File: src/rtl/slave_irq_map.svh
// Constants for the slave interrupt and host port block.
// Assumes inclusion by the top module only.
`ifndef SLAVE_IRQ_MAP_SVH
`define SLAVE_IRQ_MAP_SVH
`define BUF_VECTOR 12'h003
`define OVF_VECTOR 12'h007
`define COUNT_MAX 8'hFF
`define LAT_MIN_CYC 4
`define LAT_MAX_CYC 7
`define STS_OBF_BIT 0
`define STS_IBF_BIT 1
`define STS_F0_BIT 2
`define STS_F1_BIT 3
`define FIFO_DEPTH 16
`endif

File: src/rtl/slave_irq_pkg.sv
// Types for the slave interrupt and host port block.
// Assumes the map header supplies all numeric constants.
package slave_irq_pkg;
	typedef enum logic [3:0] {
		OP_NONE, OP_BEGIN_COUNT, OP_HALT_COUNT, OP_BUF_IRQ_ON,
		OP_BUF_IRQ_OFF, OP_OVF_IRQ_ON, OP_OVF_IRQ_OFF, OP_RETURN_RESTORE,
		OP_HOST_FLAGS, OP_XFER_HS, OP_READ_INBUF, OP_WRITE_OUTBUF,
		OP_LOAD_COUNT, OP_SET_STATUS
	} core_op_t;
	typedef struct packed {
		logic [7:0] data;
		logic cmd;
	} host_word_t;
	typedef struct packed {
		logic cs_n;
		logic rd_n;
		logic wr_n;
		logic a0;
	} host_ctl_t;
	typedef enum logic [1:0] {
		ST_RUN, ST_WAIT, ST_SERVICE, ST_RET2
	} irq_state_t;
endpackage : slave_irq_pkg

File: src/rtl/slave_cpu_interrupt_host_port.sv
// Interrupt, event counter, host signalling and host buffer logic of a
// slave microcomputer. Assumes the core sequencer drives one op per
// instruction on OP_IN with INSTR_DONE_IN pulsing at instruction end.
`timescale 1ns/100ps
`include "slave_irq_map.svh"
module slave_cpu_interrupt_host_port #(
	parameter int PC_W = 12,
	parameter int FIFO_DEPTH = `FIFO_DEPTH
) (
	// Clock and reset
	input wire logic CORE_CLK_IN,
	input wire logic NRST_IN,
	// Core sequencer
	input wire slave_irq_pkg::core_op_t OP_IN,
	input wire logic INSTR_DONE_IN,
	input wire logic [7:0] ACC_IN,
	input wire logic [PC_W-1:0] PC_IN,
	input wire logic [3:0] PSW_HI_IN,
	input wire logic [PC_W-1:0] STACK_PC_IN,
	input wire logic [3:0] STACK_PSW_IN,
	input wire logic PORT2_WRITE_IN,
	input wire logic TIMER_TICK_IN,
	// Core results
	output logic CALL_OUT,
	output logic [PC_W-1:0] VECTOR_OUT,
	output logic [PC_W-1:0] PUSH_PC_OUT,
	output logic [3:0] PUSH_PSW_OUT,
	output logic SP_INC_OUT,
	output logic SP_DEC_OUT,
	output logic [PC_W-1:0] RESTORE_PC_OUT,
	output logic [3:0] RESTORE_PSW_OUT,
	output logic RESTORE_OUT,
	output logic [7:0] INBUF_DATA_OUT,
	output logic INBUF_VALID_OUT,
	output logic [7:0] COUNT_OUT,
	output logic SENSE0_OUT,
	output logic SENSE1_OUT,
	// Sense pins
	input wire logic SENSE0_IN,
	input wire logic SENSE1_IN,
	// Port 2 upper pins
	input wire logic [7:4] PORT2_IN,
	output logic [7:4] PORT2_OUT,
	output logic [7:4] PORT2_OE_N_OUT,
	// Host bus
	input wire slave_irq_pkg::host_ctl_t HOST_CTL_IN,
	input wire logic [7:0] HOST_D_IN,
	output logic [7:0] HOST_D_OUT,
	output logic HOST_D_OE_N_OUT,
	output logic HOST_WREADY_OUT
);
	import slave_irq_pkg::*;

	// Reset synchronizer
	logic rst_s1;
	logic rst_s2;
	always_ff @(posedge CORE_CLK_IN or negedge NRST_IN)
	begin
		if (!NRST_IN)
		begin
			rst_s1 <= 1'b0;
			rst_s2 <= 1'b0;
		end
		else
		begin
			rst_s1 <= 1'b1;
			rst_s2 <= rst_s1;
		end
	end
	wire nrst = rst_s2;

	// Host control synchronizers, ack folded in as select
	logic [3:0] hs1;
	logic [3:0] hs2;
	logic [3:0] hs3;
	logic transfer_ack_pin_sel;
	always_ff @(posedge CORE_CLK_IN or negedge nrst)
	begin
		if (!nrst)
		begin
			hs1 <= 4'hE;
			hs2 <= 4'hE;
			hs3 <= 4'hE;
		end
		else
		begin
			hs1 <= {HOST_CTL_IN.cs_n && !transfer_ack_pin_sel, HOST_CTL_IN.rd_n,
				HOST_CTL_IN.wr_n, HOST_CTL_IN.a0};
			hs2 <= hs1;
			hs3 <= hs2;
		end
	end
	wire sel = !hs2[3];
	wire wr_act = sel && !hs2[1];
	wire rd_act = sel && !hs2[2] && hs2[1];
	wire wr_rise = wr_act && !(!hs3[3] && !hs3[1]);
	wire rd_fall = !(rd_act) && (!hs3[3] && !hs3[2] && hs3[1]);
	logic [7:0] host_d_q;
	always_ff @(posedge CORE_CLK_IN)
		host_d_q <= HOST_D_IN;

	// Input buffer path through FIFO
	logic fifo_rvalid;
	host_word_t fifo_rdata;
	host_word_t fifo_wdata;
	assign fifo_wdata = '{data: host_d_q, cmd: hs2[0]};
	slave_irq_fifo #(.WIDTH(9), .DEPTH(FIFO_DEPTH)) u_fifo (
		.clk_in(CORE_CLK_IN),
		.nrst_in(nrst),
		.wdata_in(fifo_wdata),
		.wvalid_in(wr_rise),
		.wready_out(HOST_WREADY_OUT),
		.rdata_out(fifo_rdata),
		.rvalid_out(fifo_rvalid),
		.rready_in(OP_IN == OP_READ_INBUF)
	);
	wire input_full_flag = fifo_rvalid;

	// Output buffer, flags, status
	logic [7:0] host_output_buffer;
	logic output_full_flag;
	logic cmd_data_flag;
	logic [3:0] user_status;
	always_ff @(posedge CORE_CLK_IN or negedge nrst)
	begin
		if (!nrst)
		begin
			host_output_buffer <= 8'h00;
			output_full_flag <= 1'b0;
			cmd_data_flag <= 1'b0;
			user_status <= 4'h0;
			INBUF_DATA_OUT <= 8'h00;
			INBUF_VALID_OUT <= 1'b0;
		end
		else
		begin
			INBUF_VALID_OUT <= (OP_IN == OP_READ_INBUF) && fifo_rvalid;
			if (OP_IN == OP_READ_INBUF)
				INBUF_DATA_OUT <= fifo_rdata.data;
			if (OP_IN == OP_WRITE_OUTBUF)
				host_output_buffer <= ACC_IN;
			if (OP_IN == OP_SET_STATUS)
				user_status <= ACC_IN[7:4];
			if (OP_IN == OP_WRITE_OUTBUF)
				output_full_flag <= 1'b1;
			else if (rd_fall && !hs3[0])
				output_full_flag <= 1'b0;
			if (wr_rise)
				cmd_data_flag <= hs2[0];
		end
	end
	wire [7:0] status_word = {user_status, cmd_data_flag, 1'b0,
		input_full_flag, output_full_flag};
	always_ff @(posedge CORE_CLK_IN or negedge nrst)
	begin
		if (!nrst)
		begin
			HOST_D_OUT <= 8'h00;
			HOST_D_OE_N_OUT <= 1'b1;
		end
		else
		begin
			HOST_D_OE_N_OUT <= !rd_act;
			HOST_D_OUT <= hs2[0] ? status_word : host_output_buffer;
		end
	end

	// Sense pins and event counter
	logic count_mode;
	logic sense_high_seen;
	logic [7:0] counter;
	logic overflow_req;
	always_ff @(posedge CORE_CLK_IN or negedge nrst)
	begin
		if (!nrst)
		begin
			count_mode <= 1'b0;
			SENSE0_OUT <= 1'b0;
			SENSE1_OUT <= 1'b0;
		end
		else
		begin
			if (OP_IN == OP_BEGIN_COUNT)
				count_mode <= 1'b1;
			else if (OP_IN == OP_HALT_COUNT)
				count_mode <= 1'b0;
			SENSE0_OUT <= SENSE0_IN;
			SENSE1_OUT <= SENSE1_IN;
		end
	end
	wire count_step = count_mode && INSTR_DONE_IN && sense_high_seen
		&& !SENSE1_IN;
	wire timer_step = TIMER_TICK_IN && !count_mode;
	wire inc = count_step || timer_step;
	always_ff @(posedge CORE_CLK_IN or negedge nrst)
	begin
		if (!nrst)
		begin
			sense_high_seen <= 1'b0;
			counter <= 8'h00;
		end
		else
		begin
			if (count_mode && INSTR_DONE_IN)
				sense_high_seen <= SENSE1_IN;
			if (OP_IN == OP_LOAD_COUNT)
				counter <= ACC_IN;
			else if (inc)
				counter <= counter + 8'h01;
		end
	end
	assign COUNT_OUT = counter;

	// Interrupt control
	logic buf_irq_en;
	logic ovf_irq_en;
	logic buf_req;
	logic in_service;
	irq_state_t state;
	logic [2:0] lat_cnt;
	logic take_buf;
	logic take_ovf;
	wire ovf_event = inc && (counter == `COUNT_MAX);
	wire accept_ok = (state == ST_RUN) && INSTR_DONE_IN && !in_service;
	assign take_buf = accept_ok && buf_irq_en && buf_req;
	assign take_ovf = accept_ok && ovf_irq_en && overflow_req && !take_buf;
	always_ff @(posedge CORE_CLK_IN or negedge nrst)
	begin
		if (!nrst)
		begin
			buf_irq_en <= 1'b0;
			ovf_irq_en <= 1'b0;
		end
		else
		begin
			if (OP_IN == OP_BUF_IRQ_ON)
				buf_irq_en <= 1'b1;
			else if (OP_IN == OP_BUF_IRQ_OFF)
				buf_irq_en <= 1'b0;
			if (OP_IN == OP_OVF_IRQ_ON)
				ovf_irq_en <= 1'b1;
			else if (OP_IN == OP_OVF_IRQ_OFF)
				ovf_irq_en <= 1'b0;
		end
	end
	// Set wins over clear when both occur in one cycle
	always_ff @(posedge CORE_CLK_IN or negedge nrst)
	begin
		if (!nrst)
		begin
			buf_req <= 1'b0;
			overflow_req <= 1'b0;
		end
		else
		begin
			if (wr_act)
				buf_req <= 1'b1;
			else if (take_buf)
				buf_req <= 1'b0;
			if (ovf_event)
				overflow_req <= 1'b1;
			else if (take_ovf)
				overflow_req <= 1'b0;
		end
	end
	// Vector call spread over a fixed entry delay inside the latency window
	logic pend_vec;
	always_ff @(posedge CORE_CLK_IN or negedge nrst)
	begin
		if (!nrst)
		begin
			state <= ST_RUN;
			in_service <= 1'b0;
			lat_cnt <= 3'h0;
			pend_vec <= 1'b0;
		end
		else
		begin
			unique case (state)
				ST_RUN:
					if (take_buf || take_ovf)
					begin
						state <= ST_WAIT;
						in_service <= 1'b1;
						pend_vec <= take_ovf;
						lat_cnt <= 3'(`LAT_MIN_CYC - 2);
					end
					else if (OP_IN == OP_RETURN_RESTORE)
						state <= ST_RET2;
				ST_WAIT:
					if (lat_cnt == 3'h0)
						state <= ST_SERVICE;
					else
						lat_cnt <= lat_cnt - 3'h1;
				ST_SERVICE:
					if (OP_IN == OP_RETURN_RESTORE)
						state <= ST_RET2;
				ST_RET2:
				begin
					in_service <= 1'b0;
					state <= ST_RUN;
				end
			endcase
		end
	end
	always_ff @(posedge CORE_CLK_IN or negedge nrst)
	begin
		if (!nrst)
		begin
			CALL_OUT <= 1'b0;
			VECTOR_OUT <= '0;
			PUSH_PC_OUT <= '0;
			PUSH_PSW_OUT <= 4'h0;
			SP_INC_OUT <= 1'b0;
			SP_DEC_OUT <= 1'b0;
			RESTORE_OUT <= 1'b0;
			RESTORE_PC_OUT <= '0;
			RESTORE_PSW_OUT <= 4'h0;
		end
		else
		begin
			CALL_OUT <= (state == ST_WAIT) && (lat_cnt == 3'h0);
			SP_INC_OUT <= (state == ST_WAIT) && (lat_cnt == 3'h0);
			if (take_buf || take_ovf)
			begin
				PUSH_PC_OUT <= PC_IN;
				PUSH_PSW_OUT <= PSW_HI_IN;
				VECTOR_OUT <= take_ovf ? PC_W'(`OVF_VECTOR)
					: PC_W'(`BUF_VECTOR);
			end
			RESTORE_OUT <= (OP_IN == OP_RETURN_RESTORE);
			SP_DEC_OUT <= (OP_IN == OP_RETURN_RESTORE);
			if (OP_IN == OP_RETURN_RESTORE)
			begin
				RESTORE_PC_OUT <= STACK_PC_IN;
				RESTORE_PSW_OUT <= STACK_PSW_IN;
			end
		end
	end

	// Port 2 upper bits: host flags and transfer handshake
	logic host_flags_on;
	logic xfer_on;
	logic [7:4] p2_latch;
	always_ff @(posedge CORE_CLK_IN or negedge nrst)
	begin
		if (!nrst)
		begin
			host_flags_on <= 1'b0;
			xfer_on <= 1'b0;
			p2_latch <= 4'hF;
		end
		else
		begin
			if (OP_IN == OP_HOST_FLAGS)
				host_flags_on <= 1'b1;
			if (OP_IN == OP_XFER_HS)
				xfer_on <= 1'b1;
			if (PORT2_WRITE_IN)
				p2_latch <= ACC_IN[7:4];
		end
	end
	assign transfer_ack_pin_sel = xfer_on && !PORT2_IN[7];
	logic [7:4] p2_val;
	always_comb
	begin
		p2_val = p2_latch;
		if (host_flags_on)
		begin
			p2_val[4] = p2_latch[4] && output_full_flag;
			p2_val[5] = p2_latch[5] && !input_full_flag;
		end
		if (xfer_on)
			p2_val[7] = 1'b1;
	end
	// Quasi-bidirectional: drive low only, release for a one
	always_ff @(posedge CORE_CLK_IN or negedge nrst)
	begin
		if (!nrst)
		begin
			PORT2_OUT <= 4'h0;
			PORT2_OE_N_OUT <= 4'hF;
		end
		else
		begin
			PORT2_OUT <= 4'h0;
			PORT2_OE_N_OUT <= p2_val;
		end
	end
endmodule : slave_cpu_interrupt_host_port

File: src/rtl/slave_irq_fifo.sv
// Small synchronous FIFO used between host write port and core.
// Assumes single clock; pushes when full and pops when empty are ignored.
`timescale 1ns/100ps
module slave_irq_fifo #(
	parameter int WIDTH = 9,
	parameter int DEPTH = 16
) (
	// Clock and reset
	input wire logic clk_in,
	input wire logic nrst_in,
	// Fill side
	input wire logic [WIDTH-1:0] wdata_in,
	input wire logic wvalid_in,
	output logic wready_out,
	// Drain side
	output logic [WIDTH-1:0] rdata_out,
	output logic rvalid_out,
	input wire logic rready_in
);
	localparam int AW = $clog2(DEPTH);
	logic [WIDTH-1:0] mem [DEPTH];
	logic [AW-1:0] wptr;
	logic [AW-1:0] rptr;
	logic [AW:0] count;
	logic do_push;
	logic do_pop;
	assign wready_out = (count != (AW+1)'(DEPTH));
	assign rvalid_out = (count != '0);
	assign do_push = wvalid_in && wready_out;
	assign do_pop = rready_in && rvalid_out;
	assign rdata_out = mem[rptr];
	always_ff @(posedge clk_in)
	begin
		if (do_push)
			mem[wptr] <= wdata_in;
	end
	always_ff @(posedge clk_in or negedge nrst_in)
	begin
		if (!nrst_in)
		begin
			wptr <= '0;
			rptr <= '0;
			count <= '0;
		end
		else
		begin
			if (do_push)
				wptr <= (wptr == AW'(DEPTH-1)) ? '0 : wptr + AW'(1);
			if (do_pop)
				rptr <= (rptr == AW'(DEPTH-1)) ? '0 : rptr + AW'(1);
			count <= count + (AW+1)'(do_push) - (AW+1)'(do_pop);
		end
	end
endmodule : slave_irq_fifo

File: config.mk
export PLATFORM = sky130hd
export DESIGN_NAME = slave_cpu_interrupt_host_port
export DESIGN_NICKNAME = d
export VERILOG_FILES = /design/src/rtl/slave_irq_pkg.sv /design/src/rtl/slave_cpu_interrupt_host_port.sv /design/src/rtl/slave_irq_fifo.sv
export VERILOG_INCLUDE_DIRS = /design/src /design/src/rtl
export SDC_FILE = /design/constraint.sdc
export NUM_CORES = 1
export LEC_CHECK = 0
export ABC_AREA = 1
export BUFFER_PORTS_ARGS = -buffer_cell sky130_fd_sc_hd__buf_2
export CAP_MARGIN = 20
export CORE_MARGIN = 3
export CORE_UTILIZATION = 61
export DETAILED_ROUTE_END_ITERATION = 6
export HOLD_SLACK_MARGIN = 0.08
export PLACE_DENSITY = 0.87
export SLEW_MARGIN = 15
export SYNTH_ARGS = -nofsm -noshare
export SYNTH_HDL_FRONTEND = slang
export SYNTH_SLANG_ARGS = --single-unit
File: constraint.sdc
create_clock -name CORE_CLK_IN -period 6.1 [get_ports CORE_CLK_IN]
set_input_delay 0.915 -clock CORE_CLK_IN [delete_from_list [all_inputs] [get_ports CORE_CLK_IN]]
set_output_delay 0.915 -clock CORE_CLK_IN [all_outputs]
set_load 0.02 [all_outputs]
==> run summary, run 1 <==
status - completed
filler cell count in the final layout - 1,073
Clock Sinks - 263
maximum VDD drop - 0.337 mV
Setup crit end - u_fifo.count[4]$_DFF_PN0_
#FFs+latches synth - 263
max-slew violations - 0
DIE WIDTH - 139 µm
Least-Margin Pin Slew - 0.928 ns
Setup Fix Bufs, Post-CTS - 0
post-DR vias/cell - 5.47
Placed Instance Area - 11,500 µm²
Worst R2R Setup Slack - 3.33 ns
Reg2Reg Depth - 13
P_sw - 0.00194 W
RD Place Congestion - 0.829
clock share of power - 28.9%
Netlist Area Pre-Place - 10,700 µm²
most frequent cells in the layout - nand2_1, buf_2, edfxtp_1
first-pass GRT wire length - 37.6 mm
Combinational Power Share - 28.2%
site row count - 47
CTS tree - built
drt total wl - 23.6 mm
Clock Path Buffers - 3
met3 wire len - 1.89 mm
area grow syn2layout - 15.4%
maximum clock frequency - 361 MHz
Hold/Removal Path Class - in2async
worst hold slack - 0.167 ns
Critical Path Fanout Max - 8
post-route ant nets - 0
Layout Skew - 0.0131 ns
M1 WL - 9.17 mm
WL met2 - 12.0 mm
worst setup margin - 3.33 ns
Post-Place Setup Slack - 2.88 ns
Critical Path End Type - register
largest net degree at the start of global routing - 71
Mean Syn Cell Area - 10.7 µm²
HPWL Detailed - 15.1 mm
layout net count - 1,227
antenna cell count - 0
Worst-path clk slew - 0.06 ns
Reg power frac - 42.9%
initial antenna violation count - 0
worst path arrival time - 3.17 ns
Post-CTS Hold Buffers - 0
# DRC - 0
yosys warns - 0
Total GRT Usage - 24.2%
initial DRC count - 525
I/O Buffers - 135
share of the synthesized area in the top cell type - 35.9%
Clock Latency Late Sink - 0.52 ns
Max-Cap Viols - 0
RSZ-0062 raised after global routing - false
setup violators final - 0
TritonCTS Buffers - 26
Pint - 0.00363 W
Final Cell Area - 12,400 µm²
most common cell after layout, fill and taps aside - nand2_1
Root Driver - clkbuf_16
H-tree depth - 1
Final Critical Period - 2.77 ns
Die Area - 19,200 µm²
post-CTS sizing - 0
Final Hold Viols - 0
# IOs - 152
drt wl/cell - 17.1 µm
final critical-path share of the clock period - 45.4%
Initial Utilization - 63.5%
P_leak - 5.66 nW
PD cells - 451 nW/µm²
CP required - 6.50 ns
Syn Inst Count - 1,004
Synth area leaders - edfxtp_1, dfrtp_1, nand2_1, dfstp_2, nand3_1
startpoint types - register
slew margin rel. - 38.1%
Core ar. - 16,900 µm²
sequential element share of the synthesized area - 67.3%
setup TNS - 0 ns
kind of critical path - reg2reg
Unique masters post-synth - 37
leading area contributor after synthesis - edfxtp_1
R2R Path Start - u_fifo.count[3]$_DFF_PN0_
worst reg2reg endpoint - u_fifo.count[4]$_DFF_PN0_
worst setup path startpoint - u_fifo.count[3]$_DFF_PN0_
share of cells above drive strength 1 - 20.1%
die height - 139 µm
via count - 7,543
switching part of the total - 34.9%
drt pass-1 iters - 5
highest routed metal layer - met4
Remaining Overflow, GRT - 0
vias in the first global route - 7,534
## power by group through the flow
stage / combinational (W) / sequential (W) / clock, W
2_1_floorplan: 0.000952 / 0.00253 / 0
3_3_place_gp: 0.00148 / 0.00239 / 0
3_5_place_dp: 0.00154 / 0.00241 / 0
4_1_cts: 0.00156 / 0.00239 / 0.00163
5_1_grt: 0.00175 / 0.00242 / 0.00170
6_report: 0.00157 / 0.00239 / 0.00161
## critical path, stage by stage, from the launching register on
cell      delay (ns)
dfrtp_1         0.39
inv_1           0.10
ha_1            0.19
nand4_1         0.26
nand2_2         0.16
clkinv_2        0.14
ha_1            0.32
inv_1           0.06
ha_1            0.16
inv_1           0.06
fa_1            0.40
o21ai_0         0.17
a21oi_1         0.10
xor2_1          0.15
## per-layer routing
metal	track usage, %	vias up
met4	7.70	0
met1	31.3	3646
met3	4.73	62
met2	41.6	315
li1	-	3520
met5	0	-
## final cells by class
class	instances	area [µm²]	share of cell area [%]
flip-flops and latches	263	7210	58.4
multi-input cells	649	3040	24.6
clock buffers	40	781	6.32
repair buffers	139	718	5.81
well taps	220	275	2.23
inverters	61	235	1.90
clock inverters	8	92.6	0.749
## flip-flops by register name (all words and copies together) (netlist names), 5 cells and up
register,flops
HOST_D_OUT,8
host_d_q,8
host_output_buffer,8
RESTORE_PC_OUT,12
u_fifo.mem,128
PUSH_PC_OUT,12
COUNT_OUT,8
u_fifo.count,5
INBUF_DATA_OUT,8
## stage by stage
step | cells | utilization (%) | total power [W]
finish | 1380 | 73.2 | 0.00557
global route | 1380 | 73.2 | 0.00588
CTS | 1379 | 73.1 | 0.00558
detailed placement | 1331 | 67.9 | 0.00395
global placement | 1331 | 67.9 | 0.00387
floorplan | 1016 | - | 0.00348
## how the worst min path moves through the flow
stage | from | endpoint | slack, ns | cells after the start
5_1_grt | NRST_IN | nrst$_DFF_PN0_ | 0.15 | 1
6_report | NRST_IN | nrst$_DFF_PN0_ | 0.17 | 1
2_1_floorplan | hs1[0]$_DFF_PN0_ | hs2[0]$_DFF_PN0_ | 0.33 | 0
3_5_place_dp | hs1[0]$_DFF_PN0_ | hs2[0]$_DFF_PN0_ | 0.34 | 0
4_1_cts | NRST_IN | nrst$_DFF_PN0_ | 0.15 | 1
3_3_place_gp | hs1[0]$_DFF_PN0_ | hs2[0]$_DFF_PN0_ | 0.33 | 0
## synthesized netlist by cell type, drive strengths merged
| cell type | n |
|---|---|
| nand2 | 383 |
| edfxtp | 128 |
| dfrtp | 109 |
| nand3 | 85 |
| inv | 58 |
| nor2 | 49 |
| buf | 39 |
| a21oi | 31 |
| o21ai | 27 |
| ha | 19 |
| dfstp | 18 |
| xor2 | 9 |
| dfxtp | 8 |
| mux2 | 7 |
| o211ai | 7 |
| nor3 | 5 |
| clkbuf | 4 |
| clkinv | 3 |
| nand4 | 3 |
| or2 | 3 |
| xnor2 | 3 |
| conb | 2 |
| o21bai | 2 |
| fa | 1 |
| o21a | 1 |
## logic make-up after synthesis
family,share of synthesized area (%)
AO/OA/AOI/OAI,3.41
XOR/XNOR,0.982
adder cells (fa/ha/maj),2.41
buffers and inverters,4.73
flip-flops,67.3
multiplexers,0.736
other,0.0701
AND/OR/NAND/NOR,20.4
(Power assumes the default switching activity.)
==> inputs of run 2 (changes only) <==
--- a/config.mk
+++ b/config.mk
@@ -10,10 +10,10 @@
 export BUFFER_PORTS_ARGS = -buffer_cell sky130_fd_sc_hd__buf_2
 export CAP_MARGIN = 20
 export CORE_MARGIN = 3
-export CORE_UTILIZATION = 61
+export CORE_UTILIZATION = 57
 export DETAILED_ROUTE_END_ITERATION = 6
 export HOLD_SLACK_MARGIN = 0.08
-export PLACE_DENSITY = 0.87
+export PLACE_DENSITY = 0.82
 export SLEW_MARGIN = 15
 export SYNTH_ARGS = -nofsm -noshare
 export SYNTH_HDL_FRONTEND = slang
==> constraint.sdc (replaced) <==
create_clock -name CORE_CLK_IN -period 2.6 [get_ports CORE_CLK_IN]
set_input_delay 0.39 -clock CORE_CLK_IN [delete_from_list [all_inputs] [get_ports CORE_CLK_IN]]
set_output_delay 0.39 -clock CORE_CLK_IN [all_outputs]
set_load 0.02 [all_outputs]
==> run 2 against run 1 <==
Clock skew is 0.0083 ns higher; critical endpoint unchanged; register-to-register slack worse by 3.1 ns; global-route usage is 1.6 points higher; critical path depth stayed put; final area is 5.5% higher.
==> run summary, run 2 (synthesized netlist as in run 1, its figures left out) <==
max reg flops - 128
drt wl/cell - 18.0 µm
Initial Utilization - 58.8%
Hold/Removal Path Class - in2reg
Regs by FF count - u_fifo.mem x128, PUSH_PC_OUT x12, RESTORE_PC_OUT x12
post-route ant nets - 0
GR Util met2 - 44.2%
CP required - 3.02 ns
Hold Crit Depth - 3
worst reg2reg endpoint - u_fifo.count[4]$_DFF_PN0_
Layout Skew - 0.0214 ns
area grow syn2layout - 21.7%
CTS tree - built
Worst R2R Setup Slack - 0.21 ns
maximum VDD drop - 0.847 mV
CP top delay family - adder cells
Post-Place Setup Slack - 0.150 ns
Worst-path clk slew - 0.06 ns
layout net count - 1,291
share of cells above drive strength 1 - 20.9%
Core ar. - 18,200 µm²
Die Area - 20,500 µm²
startpoint types - register
Setup Fix Bufs, Post-CTS - 0
setup TNS - 0 ns
via count - 7,999
post-DR vias/cell - 5.50
# IOs - 152
TritonCTS Buffers - 27
Clock Path Buffers - 3
Clock Sinks - 263
initial antenna violation count - 1
most frequent cells in the layout - nand2_1, buf_2, edfxtp_1
HP Start - ACC_IN[5]
Clock Latency Late Sink - 0.54 ns
Root Driver - clkbuf_16
Total GRT Usage - 25.8%
total power draw - 0.0135 W
P_leak - 5.98 nW
most common cell after layout, fill and taps aside - nand2_1
CP max-delay cell - fa_1
slowest stage delay, CP - 0.40 ns
HPWL Detailed - 15.8 mm
R2R Path Start - u_fifo.count[2]$_DFF_PN0_
PD cells - 1030 nW/µm²
vias in the first global route - 8,090
final critical-path share of the clock period - 92.0%
DIE WIDTH - 143 µm
Critical Path Fanout Max - 2
max-slew violations - 0
RSZ-0062 raised after global routing - false
antenna cell count - 0
I/O Buffers - 135
cell-by-cell trace of the critical path - inv_1 > ha_1 > nand4_1 > nand2_2 > clkinv_2 > ha_1 > inv_1 > ha_1 > inv_1 > fa_1 > o21ai_1 > a21oi_1 > xor2_1
met3 usage - 4.32%
met1 usage - 33.0%
kind of critical path - reg2reg
Hold Crit Endpoint - p2_latch[5]$_DFFE_PN1P_
Max-Cap Viols - 0
Least-Margin Pin Slew - 0.765 ns
Critical Path End Type - register
slew margin rel. - 48.9%
H-tree depth - 1
largest net degree at the start of global routing - 68
maximum clock frequency - 418 MHz
Top reg by flops - u_fifo.mem
drt total wl - 26.2 mm
Final Hold Viols - 0
Remaining Overflow, GRT - 0
worst setup margin - 0.209 ns
die height - 143 µm
Final Critical Period - 2.39 ns
GR peak layer - met2
RD Place Congestion - 0.844
setup violators final - 0
initial DRC count - 709
drt pass-1 iters - 5
Buf/Inv on CP - 4
first-pass GRT wire length - 41.4 mm
# DRC - 0
status - completed
Reg2Reg Depth - 13
worst path arrival time - 2.81 ns
site row count - 49
==> run 2: how the worst max path moves through the flow <==
| stage | depth (start not counted) | slack [ns] | to | from |
|---|---|---|---|---|
| after floorplan | 13 | 0.27 | u_fifo.count[4]$_DFF_PN0_ | u_fifo.count[3]$_DFF_PN0_ |
| after global placement | 14 | 0.19 | u_fifo.count[4]$_DFF_PN0_ | OP_IN[0] |
| after detailed placement | 14 | 0.15 | u_fifo.count[4]$_DFF_PN0_ | OP_IN[0] |
| after CTS | 13 | 0.15 | u_fifo.count[4]$_DFF_PN0_ | u_fifo.count[2]$_DFF_PN0_ |
| after global routing | 13 | 0.04 | u_fifo.count[4]$_DFF_PN0_ | u_fifo.count[3]$_DFF_PN0_ |
| final | 13 | 0.21 | u_fifo.count[4]$_DFF_PN0_ | u_fifo.count[2]$_DFF_PN0_ |
==> run 2: through the flow <==
step	hold WS, ns	util (%)	instances	instance area [µm²]
after global routing	0.0982	71.6	1454	13000
after global placement	0.175	63.8	1357	11600
after CTS	0.0845	71.6	1454	13000
after detailed placement	0.178	63.8	1357	11600
after floorplan	0.0944	-	1016	10800
final	0.0985	71.6	1454	13000
==> run 2: metal layers <==
metal  routed length [µm]  share of wire (%)  up-vias
met5                    7              0.027        -
met4                  945                3.6        2
met3                 2010                7.7       69
met2                13200                 50      431
met1                10000                 38     3839
li1                     -                  -     3658
==> run 2: where the power goes <==
group	internal, W	switching, W	leakage [nW]
clock network	0.00239	0.00164	0.465
registers	0.00505	0.000510	2.75
logic	0.00127	0.00261	2.76
==> run 2: final cells by class <==
class                   count  area [µm²]
well taps                 229         287
inverters                  61         235
clock inverters            19         221
multi-input cells         649        3040
fillers                  1200        5180
clock buffers              31         712
flip-flops and latches    263        7210
repair buffers            202        1320
==> run 2: what timing repair did <==
action,in CTS,in global routing
endpoints found under the setup margin,0,1
gates resized for setup,0,1
endpoints found under the hold margin,47,0
hold buffers,47,0
==> run 2: tightest hold or removal path, cell delays in order <==
cell     delay [ns]
buf_2          0.11
nand2_1        0.05
o21ai_0        0.07
